[src/shared/level_monitor_pkg.sv]
// level_monitor_pkg: register map, field layout, reset values and timing counts
// assumes a 20 MHz hclk and an AHB-Lite register bus with 32-bit data
package level_monitor_pkg;
    // ************************************************************
    // timing
    // ************************************************************
    localparam int unsigned CLK_HZ          = 20_000_000;
    localparam int unsigned TICK_PERIOD_S   = 1;
    localparam int unsigned TICK_CYCLES     = CLK_HZ * TICK_PERIOD_S;
    localparam int unsigned SHORT_PERIOD_S  = 900;     // 15 min
    localparam int unsigned LONG_PERIOD_S   = 86_400;  // 24 h
    // ************************************************************
    // register offsets (byte addresses)
    // ************************************************************
    localparam logic [7:0] OFS_CTRL       = 8'h00;
    localparam logic [7:0] OFS_RX_THR     = 8'h04;
    localparam logic [7:0] OFS_TX_THR     = 8'h08;
    localparam logic [7:0] OFS_LEVELS     = 8'h0C;
    localparam logic [7:0] OFS_INT_STATUS = 8'h10;
    localparam logic [7:0] OFS_INT_ENABLE = 8'h14;
    localparam logic [7:0] OFS_INT_CLEAR  = 8'h18;
    localparam logic [7:0] OFS_SELECTED   = 8'h1C;
    localparam logic [7:0] OFS_RX_EXT     = 8'h20;
    localparam logic [7:0] OFS_TX_EXT     = 8'h24;
    localparam logic [7:0] OFS_CNT_BASE   = 8'h40;     // 16 counter words
    // counter word index: [3:2] bank, [1:0] counter
    localparam logic [1:0] BANK_SHORT_CUR  = 2'h0;
    localparam logic [1:0] BANK_SHORT_HIST = 2'h1;
    localparam logic [1:0] BANK_LONG_CUR   = 2'h2;
    localparam logic [1:0] BANK_LONG_HIST  = 2'h3;
    // ************************************************************
    // control fields
    // ************************************************************
    localparam int unsigned CTRL_CLR_ON_THR = 0;   // clear both rx or both tx counters when either threshold of that pair changes
    localparam int unsigned CTRL_TX_PRESENT = 1;   // transmitted level primitive fitted
    localparam int unsigned CTRL_TX_OFFSET  = 2;   // tx level as nominal plus offset
    localparam int unsigned CTRL_PROT_D     = 3;   // protection scheme type D
    localparam int unsigned CTRL_RX_SEL     = 4;   // selected rx counter to forward
    localparam int unsigned CTRL_EXT_EN     = 5;   // extreme recorders enabled
    localparam logic [7:0]  CTRL_RESET      = 8'h22;
    localparam logic [7:0]  RX_THR0_RESET   = 8'hB0;   // -80 dBm
    localparam logic [7:0]  RX_THR1_RESET   = 8'hBA;   // -70 dBm
    localparam logic [7:0]  TX_THR0_RESET   = 8'h1E;   // 30
    localparam logic [7:0]  TX_THR1_RESET   = 8'h23;   // 35
    // interrupt status bits
    localparam int unsigned INT_SECOND = 0;
    localparam int unsigned INT_SHORT  = 1;
    localparam int unsigned INT_LONG   = 2;
    localparam int unsigned INT_RX_LOW = 3;
    localparam int unsigned INT_TX_HI  = 4;
    localparam int unsigned INT_BITS   = 5;
    localparam logic [1:0]  HTRANS_NONSEQ = 2'h2;
endpackage

[src/verilog/radio_level_performance_monitor.sv]
// radio_level_performance_monitor: threshold-second counters and extremes for rx/tx level
// assumes levels come from estimators on hclk, already integer and stable per second
//
// Behaviour
// - count a second whenever received level stayed below the selected threshold
// - rx thresholds held in dBm, writable by management over the bus
// - two rx low-level-second counters with distinct thresholds
// - forward only one selected rx low-level-second count to management
// - every rx counter readable on management request
// - threshold change either clears both counters of its rx or tx pair or leaves them, software chooses
// - rx peak and floor reloaded with present level at period start
// - each second rx peak raised and floor lowered by present level
// - count a second whenever transmitted level exceeded the selected threshold
// - tx threshold in dBm absolute or dB offset, writable over the bus
// - tx counters active only when the transmitted level primitive exists
// - tx counters readable on request when the tx primitive exists
// - tx peak and floor, only with tx primitive, reloaded at period start
// - each second tx peak raised and floor lowered by present level
// - quality information forwarded only under type D protection
// - received level presented as integer dBm
// - tx level as absolute dBm or nominal dBm plus offset dB
// - counters kept in current and history banks for 15 min and 24 h
`timescale 1ns/1ps
`default_nettype none
module radio_level_performance_monitor #(
    parameter int unsigned TICK_CYCLES_P = level_monitor_pkg::TICK_CYCLES,
    parameter int unsigned SHORT_SECS_P  = level_monitor_pkg::SHORT_PERIOD_S,
    parameter int unsigned LONG_SECS_P   = level_monitor_pkg::LONG_PERIOD_S
) (
    // clock and reset
    input  wire logic        hclk,
    input  wire logic        hresetn,
    // ahb-lite slave
    input  wire logic        hsel,
    input  wire logic [31:0] haddr,
    input  wire logic [1:0]  htrans,
    input  wire logic        hwrite,
    input  wire logic [2:0]  hsize,
    input  wire logic [31:0] hwdata,
    input  wire logic        hready,
    output logic      [31:0] hrdata,
    output logic             hreadyout,
    output logic             hresp,
    // level estimators, signed integers
    input  wire logic [7:0]  received_level,
    input  wire logic [7:0]  transmitted_level,
    input  wire logic [7:0]  tx_offset,
    input  wire logic [15:0] quality_errors,
    // management side
    output logic      [15:0] rx_low_level_seconds,
    output logic      [15:0] quality_report,
    output logic             quality_valid,
    output logic             second_tick,
    output logic             irq
);
    import level_monitor_pkg::*;

    typedef struct packed {
        logic [24:0]      tick_cnt;
        logic [16:0]      sec_cnt;
        logic [9:0]       short_sec;
        logic             short_strobe;
        logic             long_strobe;
        logic             tick;
        logic [7:0]       ctrl;
        logic [1:0][7:0]  rx_thr;
        logic [1:0][7:0]  tx_thr;
        logic [1:0]       rx_below;   // level stayed below all second
        logic [1:0]       tx_above;   // level stayed above all second
        logic [15:0][15:0] cnt;       // [bank*4 + counter]
        logic [7:0]       rx_peak;
        logic [7:0]       rx_floor;
        logic [7:0]       tx_peak;
        logic [7:0]       tx_floor;
        logic [INT_BITS-1:0] int_status;
        logic [INT_BITS-1:0] int_enable;
        logic             dp_write;
        logic [7:0]       dp_addr;
        logic [31:0]      rdata;
        logic [15:0]      quality;
        logic             quality_v;
    } state_t;

    state_t s;
    state_t n;
    logic   sel_write;
    logic   sel_read;
    logic [7:0]  eff_tx;
    logic [31:0] rd_word;

    // signed compare helper shared by the thresholds and extremes
    function automatic logic lt_s(input logic [7:0] a, input logic [7:0] b);
        lt_s = $signed(a) < $signed(b);
    endfunction

    // counter increment that saturates instead of wrapping
    function automatic logic [15:0] sat_inc(input logic [15:0] v);
        sat_inc = (v == 16'hFFFF) ? v : v + 16'h0001;
    endfunction

    // ************************************************************
    // bus decode
    // ************************************************************
    // zero-wait slave, so any valid selected transfer is taken at once
    assign sel_write = hsel && hready && htrans[1] && hwrite;
    assign sel_read  = hsel && hready && htrans[1] && !hwrite;
    // tx level: nominal plus offset when that form is fitted
    assign eff_tx = s.ctrl[CTRL_TX_OFFSET] ? 8'(transmitted_level + tx_offset) : transmitted_level;

    // read mux, evaluated in the address phase and registered
    always_comb begin
        logic [3:0] idx;
        idx     = haddr[5:2];
        rd_word = 32'h0000_0000;
        if (haddr[7:6] == 2'h1) begin
            // tx counters read as zero without the tx primitive
            if (idx[1] && !s.ctrl[CTRL_TX_PRESENT]) begin
                rd_word = 32'h0000_0000;
            end else begin
                rd_word = {16'h0000, s.cnt[idx]};
            end
        end else begin
            case (haddr[7:0])
                OFS_CTRL:       rd_word = {24'h00_0000, s.ctrl};
                OFS_RX_THR:     rd_word = {16'h0000, s.rx_thr[1], s.rx_thr[0]};
                OFS_TX_THR:     rd_word = {16'h0000, s.tx_thr[1], s.tx_thr[0]};
                OFS_LEVELS:     rd_word = {16'h0000, eff_tx, received_level};
                OFS_INT_STATUS: rd_word = {27'h000_0000, s.int_status};
                OFS_INT_ENABLE: rd_word = {27'h000_0000, s.int_enable};
                OFS_SELECTED:   rd_word = {16'h0000, rx_low_level_seconds};
                OFS_RX_EXT:     rd_word = {16'h0000, s.rx_peak, s.rx_floor};
                OFS_TX_EXT:     rd_word = {16'h0000, s.tx_peak, s.tx_floor};
                default:        rd_word = 32'h0000_0000;
            endcase
        end
    end

    // ************************************************************
    // next state
    // ************************************************************
    always_comb begin
        logic [INT_BITS-1:0] ev;
        logic [INT_BITS-1:0] clr;
        logic                tx_on;
        logic                ext_on;
        logic [1:0]          thr_clr;
        n       = s;
        ev      = '0;
        clr     = '0;
        thr_clr = '0;
        tx_on   = s.ctrl[CTRL_TX_PRESENT];
        ext_on  = s.ctrl[CTRL_EXT_EN];
        n.tick         = 1'b0;
        n.short_strobe = 1'b0;
        n.long_strobe  = 1'b0;
        n.quality_v    = 1'b0;
        n.dp_write     = sel_write;
        n.dp_addr      = haddr[7:0];
        if (sel_read) begin
            n.rdata = rd_word;
        end

        // one-second divider and period boundaries
        if (s.tick_cnt == 25'(TICK_CYCLES_P - 1)) begin
            n.tick_cnt = '0;
            n.tick     = 1'b1;
            if (s.short_sec == 10'(SHORT_SECS_P - 1)) begin
                n.short_sec    = '0;
                n.short_strobe = 1'b1;
            end else begin
                n.short_sec = s.short_sec + 10'h001;
            end
            if (s.sec_cnt == 17'(LONG_SECS_P - 1)) begin
                n.sec_cnt     = '0;
                n.long_strobe = 1'b1;
            end else begin
                n.sec_cnt = s.sec_cnt + 17'h0_0001;
            end
        end else begin
            n.tick_cnt = s.tick_cnt + 25'h000_0001;
        end

        // level tracking within the second; a single sample failing its compare clears that flag
        for (int i = 0; i < 2; i++) begin
            if (!lt_s(received_level, s.rx_thr[i])) n.rx_below[i] = 1'b0;
            if (!lt_s(s.tx_thr[i], eff_tx))         n.tx_above[i] = 1'b0;
        end

        // end of second: count, compare extremes
        if (s.tick) begin
            n.rx_below = 2'b11;
            n.tx_above = 2'b11;
            for (int i = 0; i < 2; i++) begin
                if (s.rx_below[i] && lt_s(received_level, s.rx_thr[i])) begin
                    n.cnt[i]      = sat_inc(s.cnt[i]);
                    n.cnt[8 + i]  = sat_inc(s.cnt[8 + i]);
                    ev[INT_RX_LOW] = 1'b1;
                end
                if (tx_on && s.tx_above[i] && lt_s(s.tx_thr[i], eff_tx)) begin
                    n.cnt[2 + i]  = sat_inc(s.cnt[2 + i]);
                    n.cnt[10 + i] = sat_inc(s.cnt[10 + i]);
                    ev[INT_TX_HI] = 1'b1;
                end
            end
            ev[INT_SECOND] = 1'b1;
            if (ext_on) begin
                if (lt_s(s.rx_peak, received_level))  n.rx_peak  = received_level;
                if (lt_s(received_level, s.rx_floor)) n.rx_floor = received_level;
            end
            if (ext_on && tx_on) begin
                if (lt_s(s.tx_peak, eff_tx))  n.tx_peak  = eff_tx;
                if (lt_s(eff_tx, s.tx_floor)) n.tx_floor = eff_tx;
            end
        end

        // period boundary: reload extremes, move current to history
        // strobe shares its cycle with the closing tick, so history takes the
        // already-incremented count or the last second of the period is lost
        if (s.short_strobe) begin
            n.rx_peak  = received_level;
            n.rx_floor = received_level;
            if (tx_on) begin
                n.tx_peak  = eff_tx;
                n.tx_floor = eff_tx;
            end
            for (int i = 0; i < 4; i++) begin
                n.cnt[4 + i] = n.cnt[i];
                n.cnt[i]     = 16'h0000;
            end
            ev[INT_SHORT] = 1'b1;
            // quality forwarded per period only under type d protection
            n.quality   = s.ctrl[CTRL_PROT_D] ? quality_errors : 16'h0000;
            n.quality_v = s.ctrl[CTRL_PROT_D];
        end
        if (s.long_strobe) begin
            for (int i = 0; i < 4; i++) begin
                n.cnt[12 + i] = n.cnt[8 + i];
                n.cnt[8 + i]  = 16'h0000;
            end
            ev[INT_LONG] = 1'b1;
        end

        // register writes in the data phase
        if (s.dp_write) begin
            case (s.dp_addr)
                OFS_CTRL: n.ctrl = hwdata[7:0];
                OFS_RX_THR: begin
                    n.rx_thr[0] = hwdata[7:0];
                    n.rx_thr[1] = hwdata[15:8];
                    thr_clr[0]  = (hwdata[7:0] != s.rx_thr[0]) || (hwdata[15:8] != s.rx_thr[1]);
                end
                OFS_TX_THR: begin
                    n.tx_thr[0] = hwdata[7:0];
                    n.tx_thr[1] = hwdata[15:8];
                    thr_clr[1]  = (hwdata[7:0] != s.tx_thr[0]) || (hwdata[15:8] != s.tx_thr[1]);
                end
                OFS_INT_ENABLE: n.int_enable = hwdata[INT_BITS-1:0];
                OFS_INT_CLEAR:  clr = hwdata[INT_BITS-1:0];
                default: ;
            endcase
        end
        // optional clear of current counters on threshold change
        if (s.ctrl[CTRL_CLR_ON_THR]) begin
            for (int i = 0; i < 2; i++) begin
                if (thr_clr[0]) begin
                    n.cnt[i]     = 16'h0000;
                    n.cnt[8 + i] = 16'h0000;
                end
                if (thr_clr[1]) begin
                    n.cnt[2 + i]  = 16'h0000;
                    n.cnt[10 + i] = 16'h0000;
                end
            end
        end
        // set beats clear in the same cycle
        n.int_status = (s.int_status & ~clr) | ev;
    end

    // ************************************************************
    // state register
    // ************************************************************
    always_ff @(posedge hclk or negedge hresetn) begin
        if (!hresetn) begin
            s           <= '0;
            s.ctrl      <= CTRL_RESET;
            s.rx_thr[0] <= RX_THR0_RESET;
            s.rx_thr[1] <= RX_THR1_RESET;
            s.tx_thr[0] <= TX_THR0_RESET;
            s.tx_thr[1] <= TX_THR1_RESET;
            s.rx_below  <= 2'b11;
            s.tx_above  <= 2'b11;
            s.rx_floor  <= 8'h7F;
            s.rx_peak   <= 8'h80;
            s.tx_floor  <= 8'h7F;
            s.tx_peak   <= 8'h80;
        end else begin
            s <= n;
        end
    end

    // ************************************************************
    // outputs
    // ************************************************************
    // only the selected short-period counter leaves towards management
    assign rx_low_level_seconds = s.cnt[{3'h0, s.ctrl[CTRL_RX_SEL]}];
    assign quality_report = s.quality;
    assign quality_valid  = s.quality_v;
    assign second_tick    = s.tick;
    assign hrdata         = s.rdata;
    assign hreadyout      = 1'b1;
    assign hresp          = 1'b0;
    assign irq            = |(s.int_status & s.int_enable);
endmodule
`default_nettype wire

[config.mk]
export PLATFORM = sky130hd
export DESIGN_NAME = radio_level_performance_monitor
export DESIGN_NICKNAME = d
export VERILOG_FILES = /design/src/shared/level_monitor_pkg.sv /design/src/verilog/radio_level_performance_monitor.sv
export SDC_FILE = /design/constraint.sdc
export NUM_CORES = 1
export LEC_CHECK = 0
export ABC_AREA = 1
export BUFFER_PORTS_ARGS = -buffer_cell sky130_fd_sc_hd__buf_4
export CAP_MARGIN = 20
export CELL_PAD_IN_SITES_DETAIL_PLACEMENT = 1
export CELL_PAD_IN_SITES_GLOBAL_PLACEMENT = 2
export CORE_UTILIZATION = 40
export CTS_BUF_LIST = sky130_fd_sc_hd__clkbuf_2
export DETAILED_ROUTE_END_ITERATION = 6
export GPL_ROUTABILITY_DRIVEN = 0
export GPL_TIMING_DRIVEN = 0
export PLACE_DENSITY = 0.95
export SLEW_MARGIN = 40
export SYNTH_ARGS = -nofsm -noshare
export SYNTH_HDL_FRONTEND = slang
export SYNTH_SLANG_ARGS = --single-unit
[constraint.sdc]
create_clock -name hclk -period 8.1 [get_ports hclk]
set_clock_uncertainty 0.1 [all_clocks]
set_input_delay 1.62 -clock hclk [delete_from_list [all_inputs] [get_ports hclk]]
set_output_delay 1.62 -clock hclk [all_outputs]
set_load 0.05 [all_outputs]
==> summary.json <==
{
  "num_vias": {"value": 28140},
  "proportion_of_synthesized_chip_area_in_sequential_cells": {"value": 40.95, "unit": "%"},
  "dieWidth": {"value": 261.5, "unit": "um"},
  "outcome": {"value": "completed"},
  "place_hpwl": {"value": 87960, "unit": "um"},
  "totalNegativeSetupSlack": {"value": 0, "unit": "ns"},
  "yosys_warnings": {"value": 0},
  "vias_per_cell": {"value": 5.727},
  "netlist_top_cells_area": {"value": "sky130_fd_sc_hd__dfrtp_1, sky130_fd_sc_hd__nand2_1, sky130_fd_sc_hd__inv_1"},
  "netlist_top_cells_count": {"value": "sky130_fd_sc_hd__nand2_1, sky130_fd_sc_hd__dfrtp_1, sky130_fd_sc_hd__inv_1, sky130_fd_sc_hd__nand3_1, sky130_fd_sc_hd__nor2_1"},
  "worst_slew_pin_slew": {"value": 1.083, "unit": "ns"},
  "post-cts-setup-buffers": {"value": 0},
  "tritoncts_clock_tree": {"value": "done"},
  "grt_pass1_vias": {"value": 28150},
  "num_io_pins": {"value": 183},
  "grt_setup_unrepaired": {"value": "false"},
  "critPathMaxFanout": {"value": 10},
  "dpl_cell_area": {"value": 0.02916, "unit": "sq mm"},
  "max-cap-violations": {"value": 0},
  "fmax": {"value": 202.2, "unit": "MHz"},
  "clock_sink_count": {"value": 439},
  "detailedRoute.firstIterationViolations": {"value": 2475},
  "cts_root_buf": {"value": "sky130_fd_sc_hd__clkbuf_2"},
  "mappedNetlistArea": {"value": 0.02694, "unit": "sq mm"},
  "fp.dieH": {"value": 261.5, "unit": "um"},
  "synth_enable_flop_cells": {"value": 0},
  "reg2reg_to": {"value": "s[355]$_DFFE_PN0P_"},
  "grt_util_all_layers": {"value": 33.27, "unit": "%"},
  "nets": {"value": 4145},
  "synthDominantAreaCellType": {"value": "sky130_fd_sc_hd__dfrtp_1"},
  "tritoncts.num_buffers": {"value": 121},
  "worstSetupPathType": {"value": "reg -> out"},
  "crit_required": {"value": 6.38, "unit": "ns"},
  "power-per-cell-area": {"value": 146.4, "unit": "mW/mm^2"},
  "design.core.area": {"value": 0.06622, "unit": "sq mm"},
  "fillCellCount": {"value": 8646},
  "holdBufCountCts": {"value": 0},
  "hold_path.class": {"value": "in -> async"},
  "drtAntennaViolNets": {"value": 0},
  "drcViolationCount": {"value": 0},
  "synthesis.area_per_instance": {"value": 7.290, "unit": "sq um"},
  "post_route_cells_drive_above_1_share": {"value": 12.21, "unit": "%"},
  "antenna_found_initial": {"value": 2},
  "worstRegToRegCells": {"value": 19},
  "crit_path_start": {"value": "s[396]$_DFFE_PN0P_"},
  "slew_headroom": {"value": 27.01, "unit": "%"},
  "num_rows": {"value": 94},
  "hold_viol_final": {"value": 0},
  "h-tree-depth": {"value": 3},
  "netlist-cell-type-count": {"value": 64},
  "global_route.overflow_total": {"value": 0},
  "final_area": {"value": 0.03021, "unit": "sq mm"},
  "worst_setup_path_end_kind": {"value": "primary output"},
  "static-leakage-power": {"value": 0.01485, "unit": "uW"},
  "totalWireLength": {"value": 113700, "unit": "um"},
  "cp.arrival": {"value": 3.22, "unit": "ns"},
  "critical_path.reg2reg.startpoint": {"value": "s[394]$_DFFE_PN0P_"},
  "initial_core_util": {"value": 40.69, "unit": "%"},
  "finalSetupViolCount": {"value": 0},
  "grt_start_max_net_pins": {"value": 74},
  "synth_cells": {"value": 3696},
  "period_share": {"value": 61.05, "unit": "%"},
  "ys_seq_elements": {"value": 439},
  "synth_top_area_share": {"value": 37.34, "unit": "%"},
  "clk_transition_reported_paths": {"value": 0.10, "unit": "ns"},
  "grt_pass1_wl": {"value": 170800, "unit": "um"},
  "worst_setup_path_start_kind": {"value": "register"},
  "power": {"value": 4424, "unit": "uW"},
  "insertion_delay": {"value": 1.33, "unit": "ns"},
  "detail_route.first_pass.iterations": {"value": 6},
  "cts.repair.resized": {"value": 0},
  "die_area": {"value": 0.06840, "unit": "sq mm"},
  "async_reset_ff_share": {"value": 100.0, "unit": "%"},
  "flow.area_growth_from_synthesis": {"value": 12.12, "unit": "%"},
  "clock_path_buffers": {"value": 3},
  "worst-r2r-setup-slack": {"value": 3.62, "unit": "ns"},
  "peakVddDrop": {"value": 0.08892, "unit": "mV"},
  "finalWorstPathRequiredPeriod": {"value": 4.945, "unit": "ns"},
  "maxSlewViolCount": {"value": 0},
  "yosys.cell_count.top_type": {"value": "sky130_fd_sc_hd__nand2_1"},
  "wl_per_cell": {"value": 23.14, "unit": "um"},
  "place.port_buffers": {"value": 120},
  "synth_ff_type": {"value": "sky130_fd_sc_hd__dfrtp_1"}
}
==> how the worst max path moves through the flow <==
stage	endpoint	slack, ns	depth (start not counted)
finish	rx_low_level_seconds[8]	3.16	3
global route	rx_low_level_seconds[14]	3.24	3
CTS	rx_low_level_seconds[8]	3.32	3
detailed placement	s[355]$_DFFE_PN0P_	2.57	22
global placement	s[451]$_DFF_PN0_	0.46	1
floorplan	s[75]$_DFF_PN0_	3.79	19
==> worst max-delay path, cell delays in order, from the launching register on <==
cell,delay (ns)
sky130_fd_sc_hd__dfrtp_1,0.42
sky130_fd_sc_hd__clkbuf_1,0.28
sky130_fd_sc_hd__o21ai_0,0.93
sky130_fd_sc_hd__buf_4,0.35
==> placed cells by master, fill, tap and decap left out, types with 73 or more instances in the layout <==
| master | count |
|---|---|
| sky130_fd_sc_hd__o22ai_1 | 73 |
| sky130_fd_sc_hd__buf_4 | 172 |
| sky130_fd_sc_hd__a21oi_1 | 118 |
| sky130_fd_sc_hd__dfrtp_1 | 402 |
| sky130_fd_sc_hd__inv_1 | 380 |
| sky130_fd_sc_hd__nor3_1 | 75 |
| sky130_fd_sc_hd__nand3_1 | 275 |
| sky130_fd_sc_hd__nand2_1 | 1088 |
| sky130_fd_sc_hd__xor2_1 | 80 |
| sky130_fd_sc_hd__o21ai_0 | 255 |
| sky130_fd_sc_hd__clkbuf_2 | 168 |
| sky130_fd_sc_hd__nand4_1 | 75 |
| sky130_fd_sc_hd__clkbuf_1 | 95 |
| sky130_fd_sc_hd__nor2_1 | 264 |
==> state kept, by name, indices dropped and copies added, names as in the netlist <==
register and count:
quality_valid 1, second_tick 1, quality_report 16, hrdata 16
s 405
==> report_power, final <==
part | leakage [uW] | switching (uW) | internal [uW]
registers | 0.00508 | 22.6 | 2220
logic | 0.00899 | 380 | 167
clock network | 0.000789 | 1050 | 588
total | 0.0149 | 1450 | 2970
==> through the flow <==
| stage | setup WS [ns] | std cells | utilization (%) | hold slack [ns] |
|---|---|---|---|---|
| after floorplan | 3.788 | 3712 | - | 0.3329 |
| after global routing | 3.242 | 4914 | 45.62 | 0.09875 |
| after CTS | 3.317 | 4911 | 45.59 | 0.09735 |
| after global placement | 0.4609 | 4696 | 43.77 | 0.3526 |
| final | 3.155 | 4914 | 45.62 | 0.1229 |
| after detailed placement | 2.570 | 4702 | 44.03 | 0.3667 |
==> cell families (layout without fill, tap and decap cells) <==
| logic type | after synthesis | after routing | synth area share [%] |
|---|---|---|---|
| other cells | 2 | 21 | 0.02787 |
| compound gates | 620 | 620 | 13.59 |
| buf+inv | 586 | 921 | 9.037 |
| simple gates | 1896 | 1896 | 30.42 |
| flops | 439 | 439 | 40.95 |
| fa+ha+maj | 70 | 70 | 3.279 |
| xor+xnor | 83 | 83 | 2.698 |
==> final cells by class <==
class                   instances  area (sq um)  area share, %
diodes                          3         7.507        0.02485
plain buffers                 191         954.7          3.160
clock buffers                 166         830.8          2.750
clock inverters                43         197.7         0.6544
inverters                     395          1484          4.912
multi-input cells            2687         13550          44.85
flip-flops and latches        439         11030          36.52
well taps                     864          1081          3.579
repair buffers                126          1074          3.554
==> layer usage <==
layer | GRT usage [%] | up-vias | part of all wire [%]
met4 | 17.97 | 0 | 5.8
li1 | - | 12790 | -
met1 | 43.77 | 13860 | 42
met2 | 51.51 | 1158 | 44
met3 | 6.552 | 336 | 7.7
met5 | 0 | - | 0
Note: power is estimated with default switching activity, not from simulation.
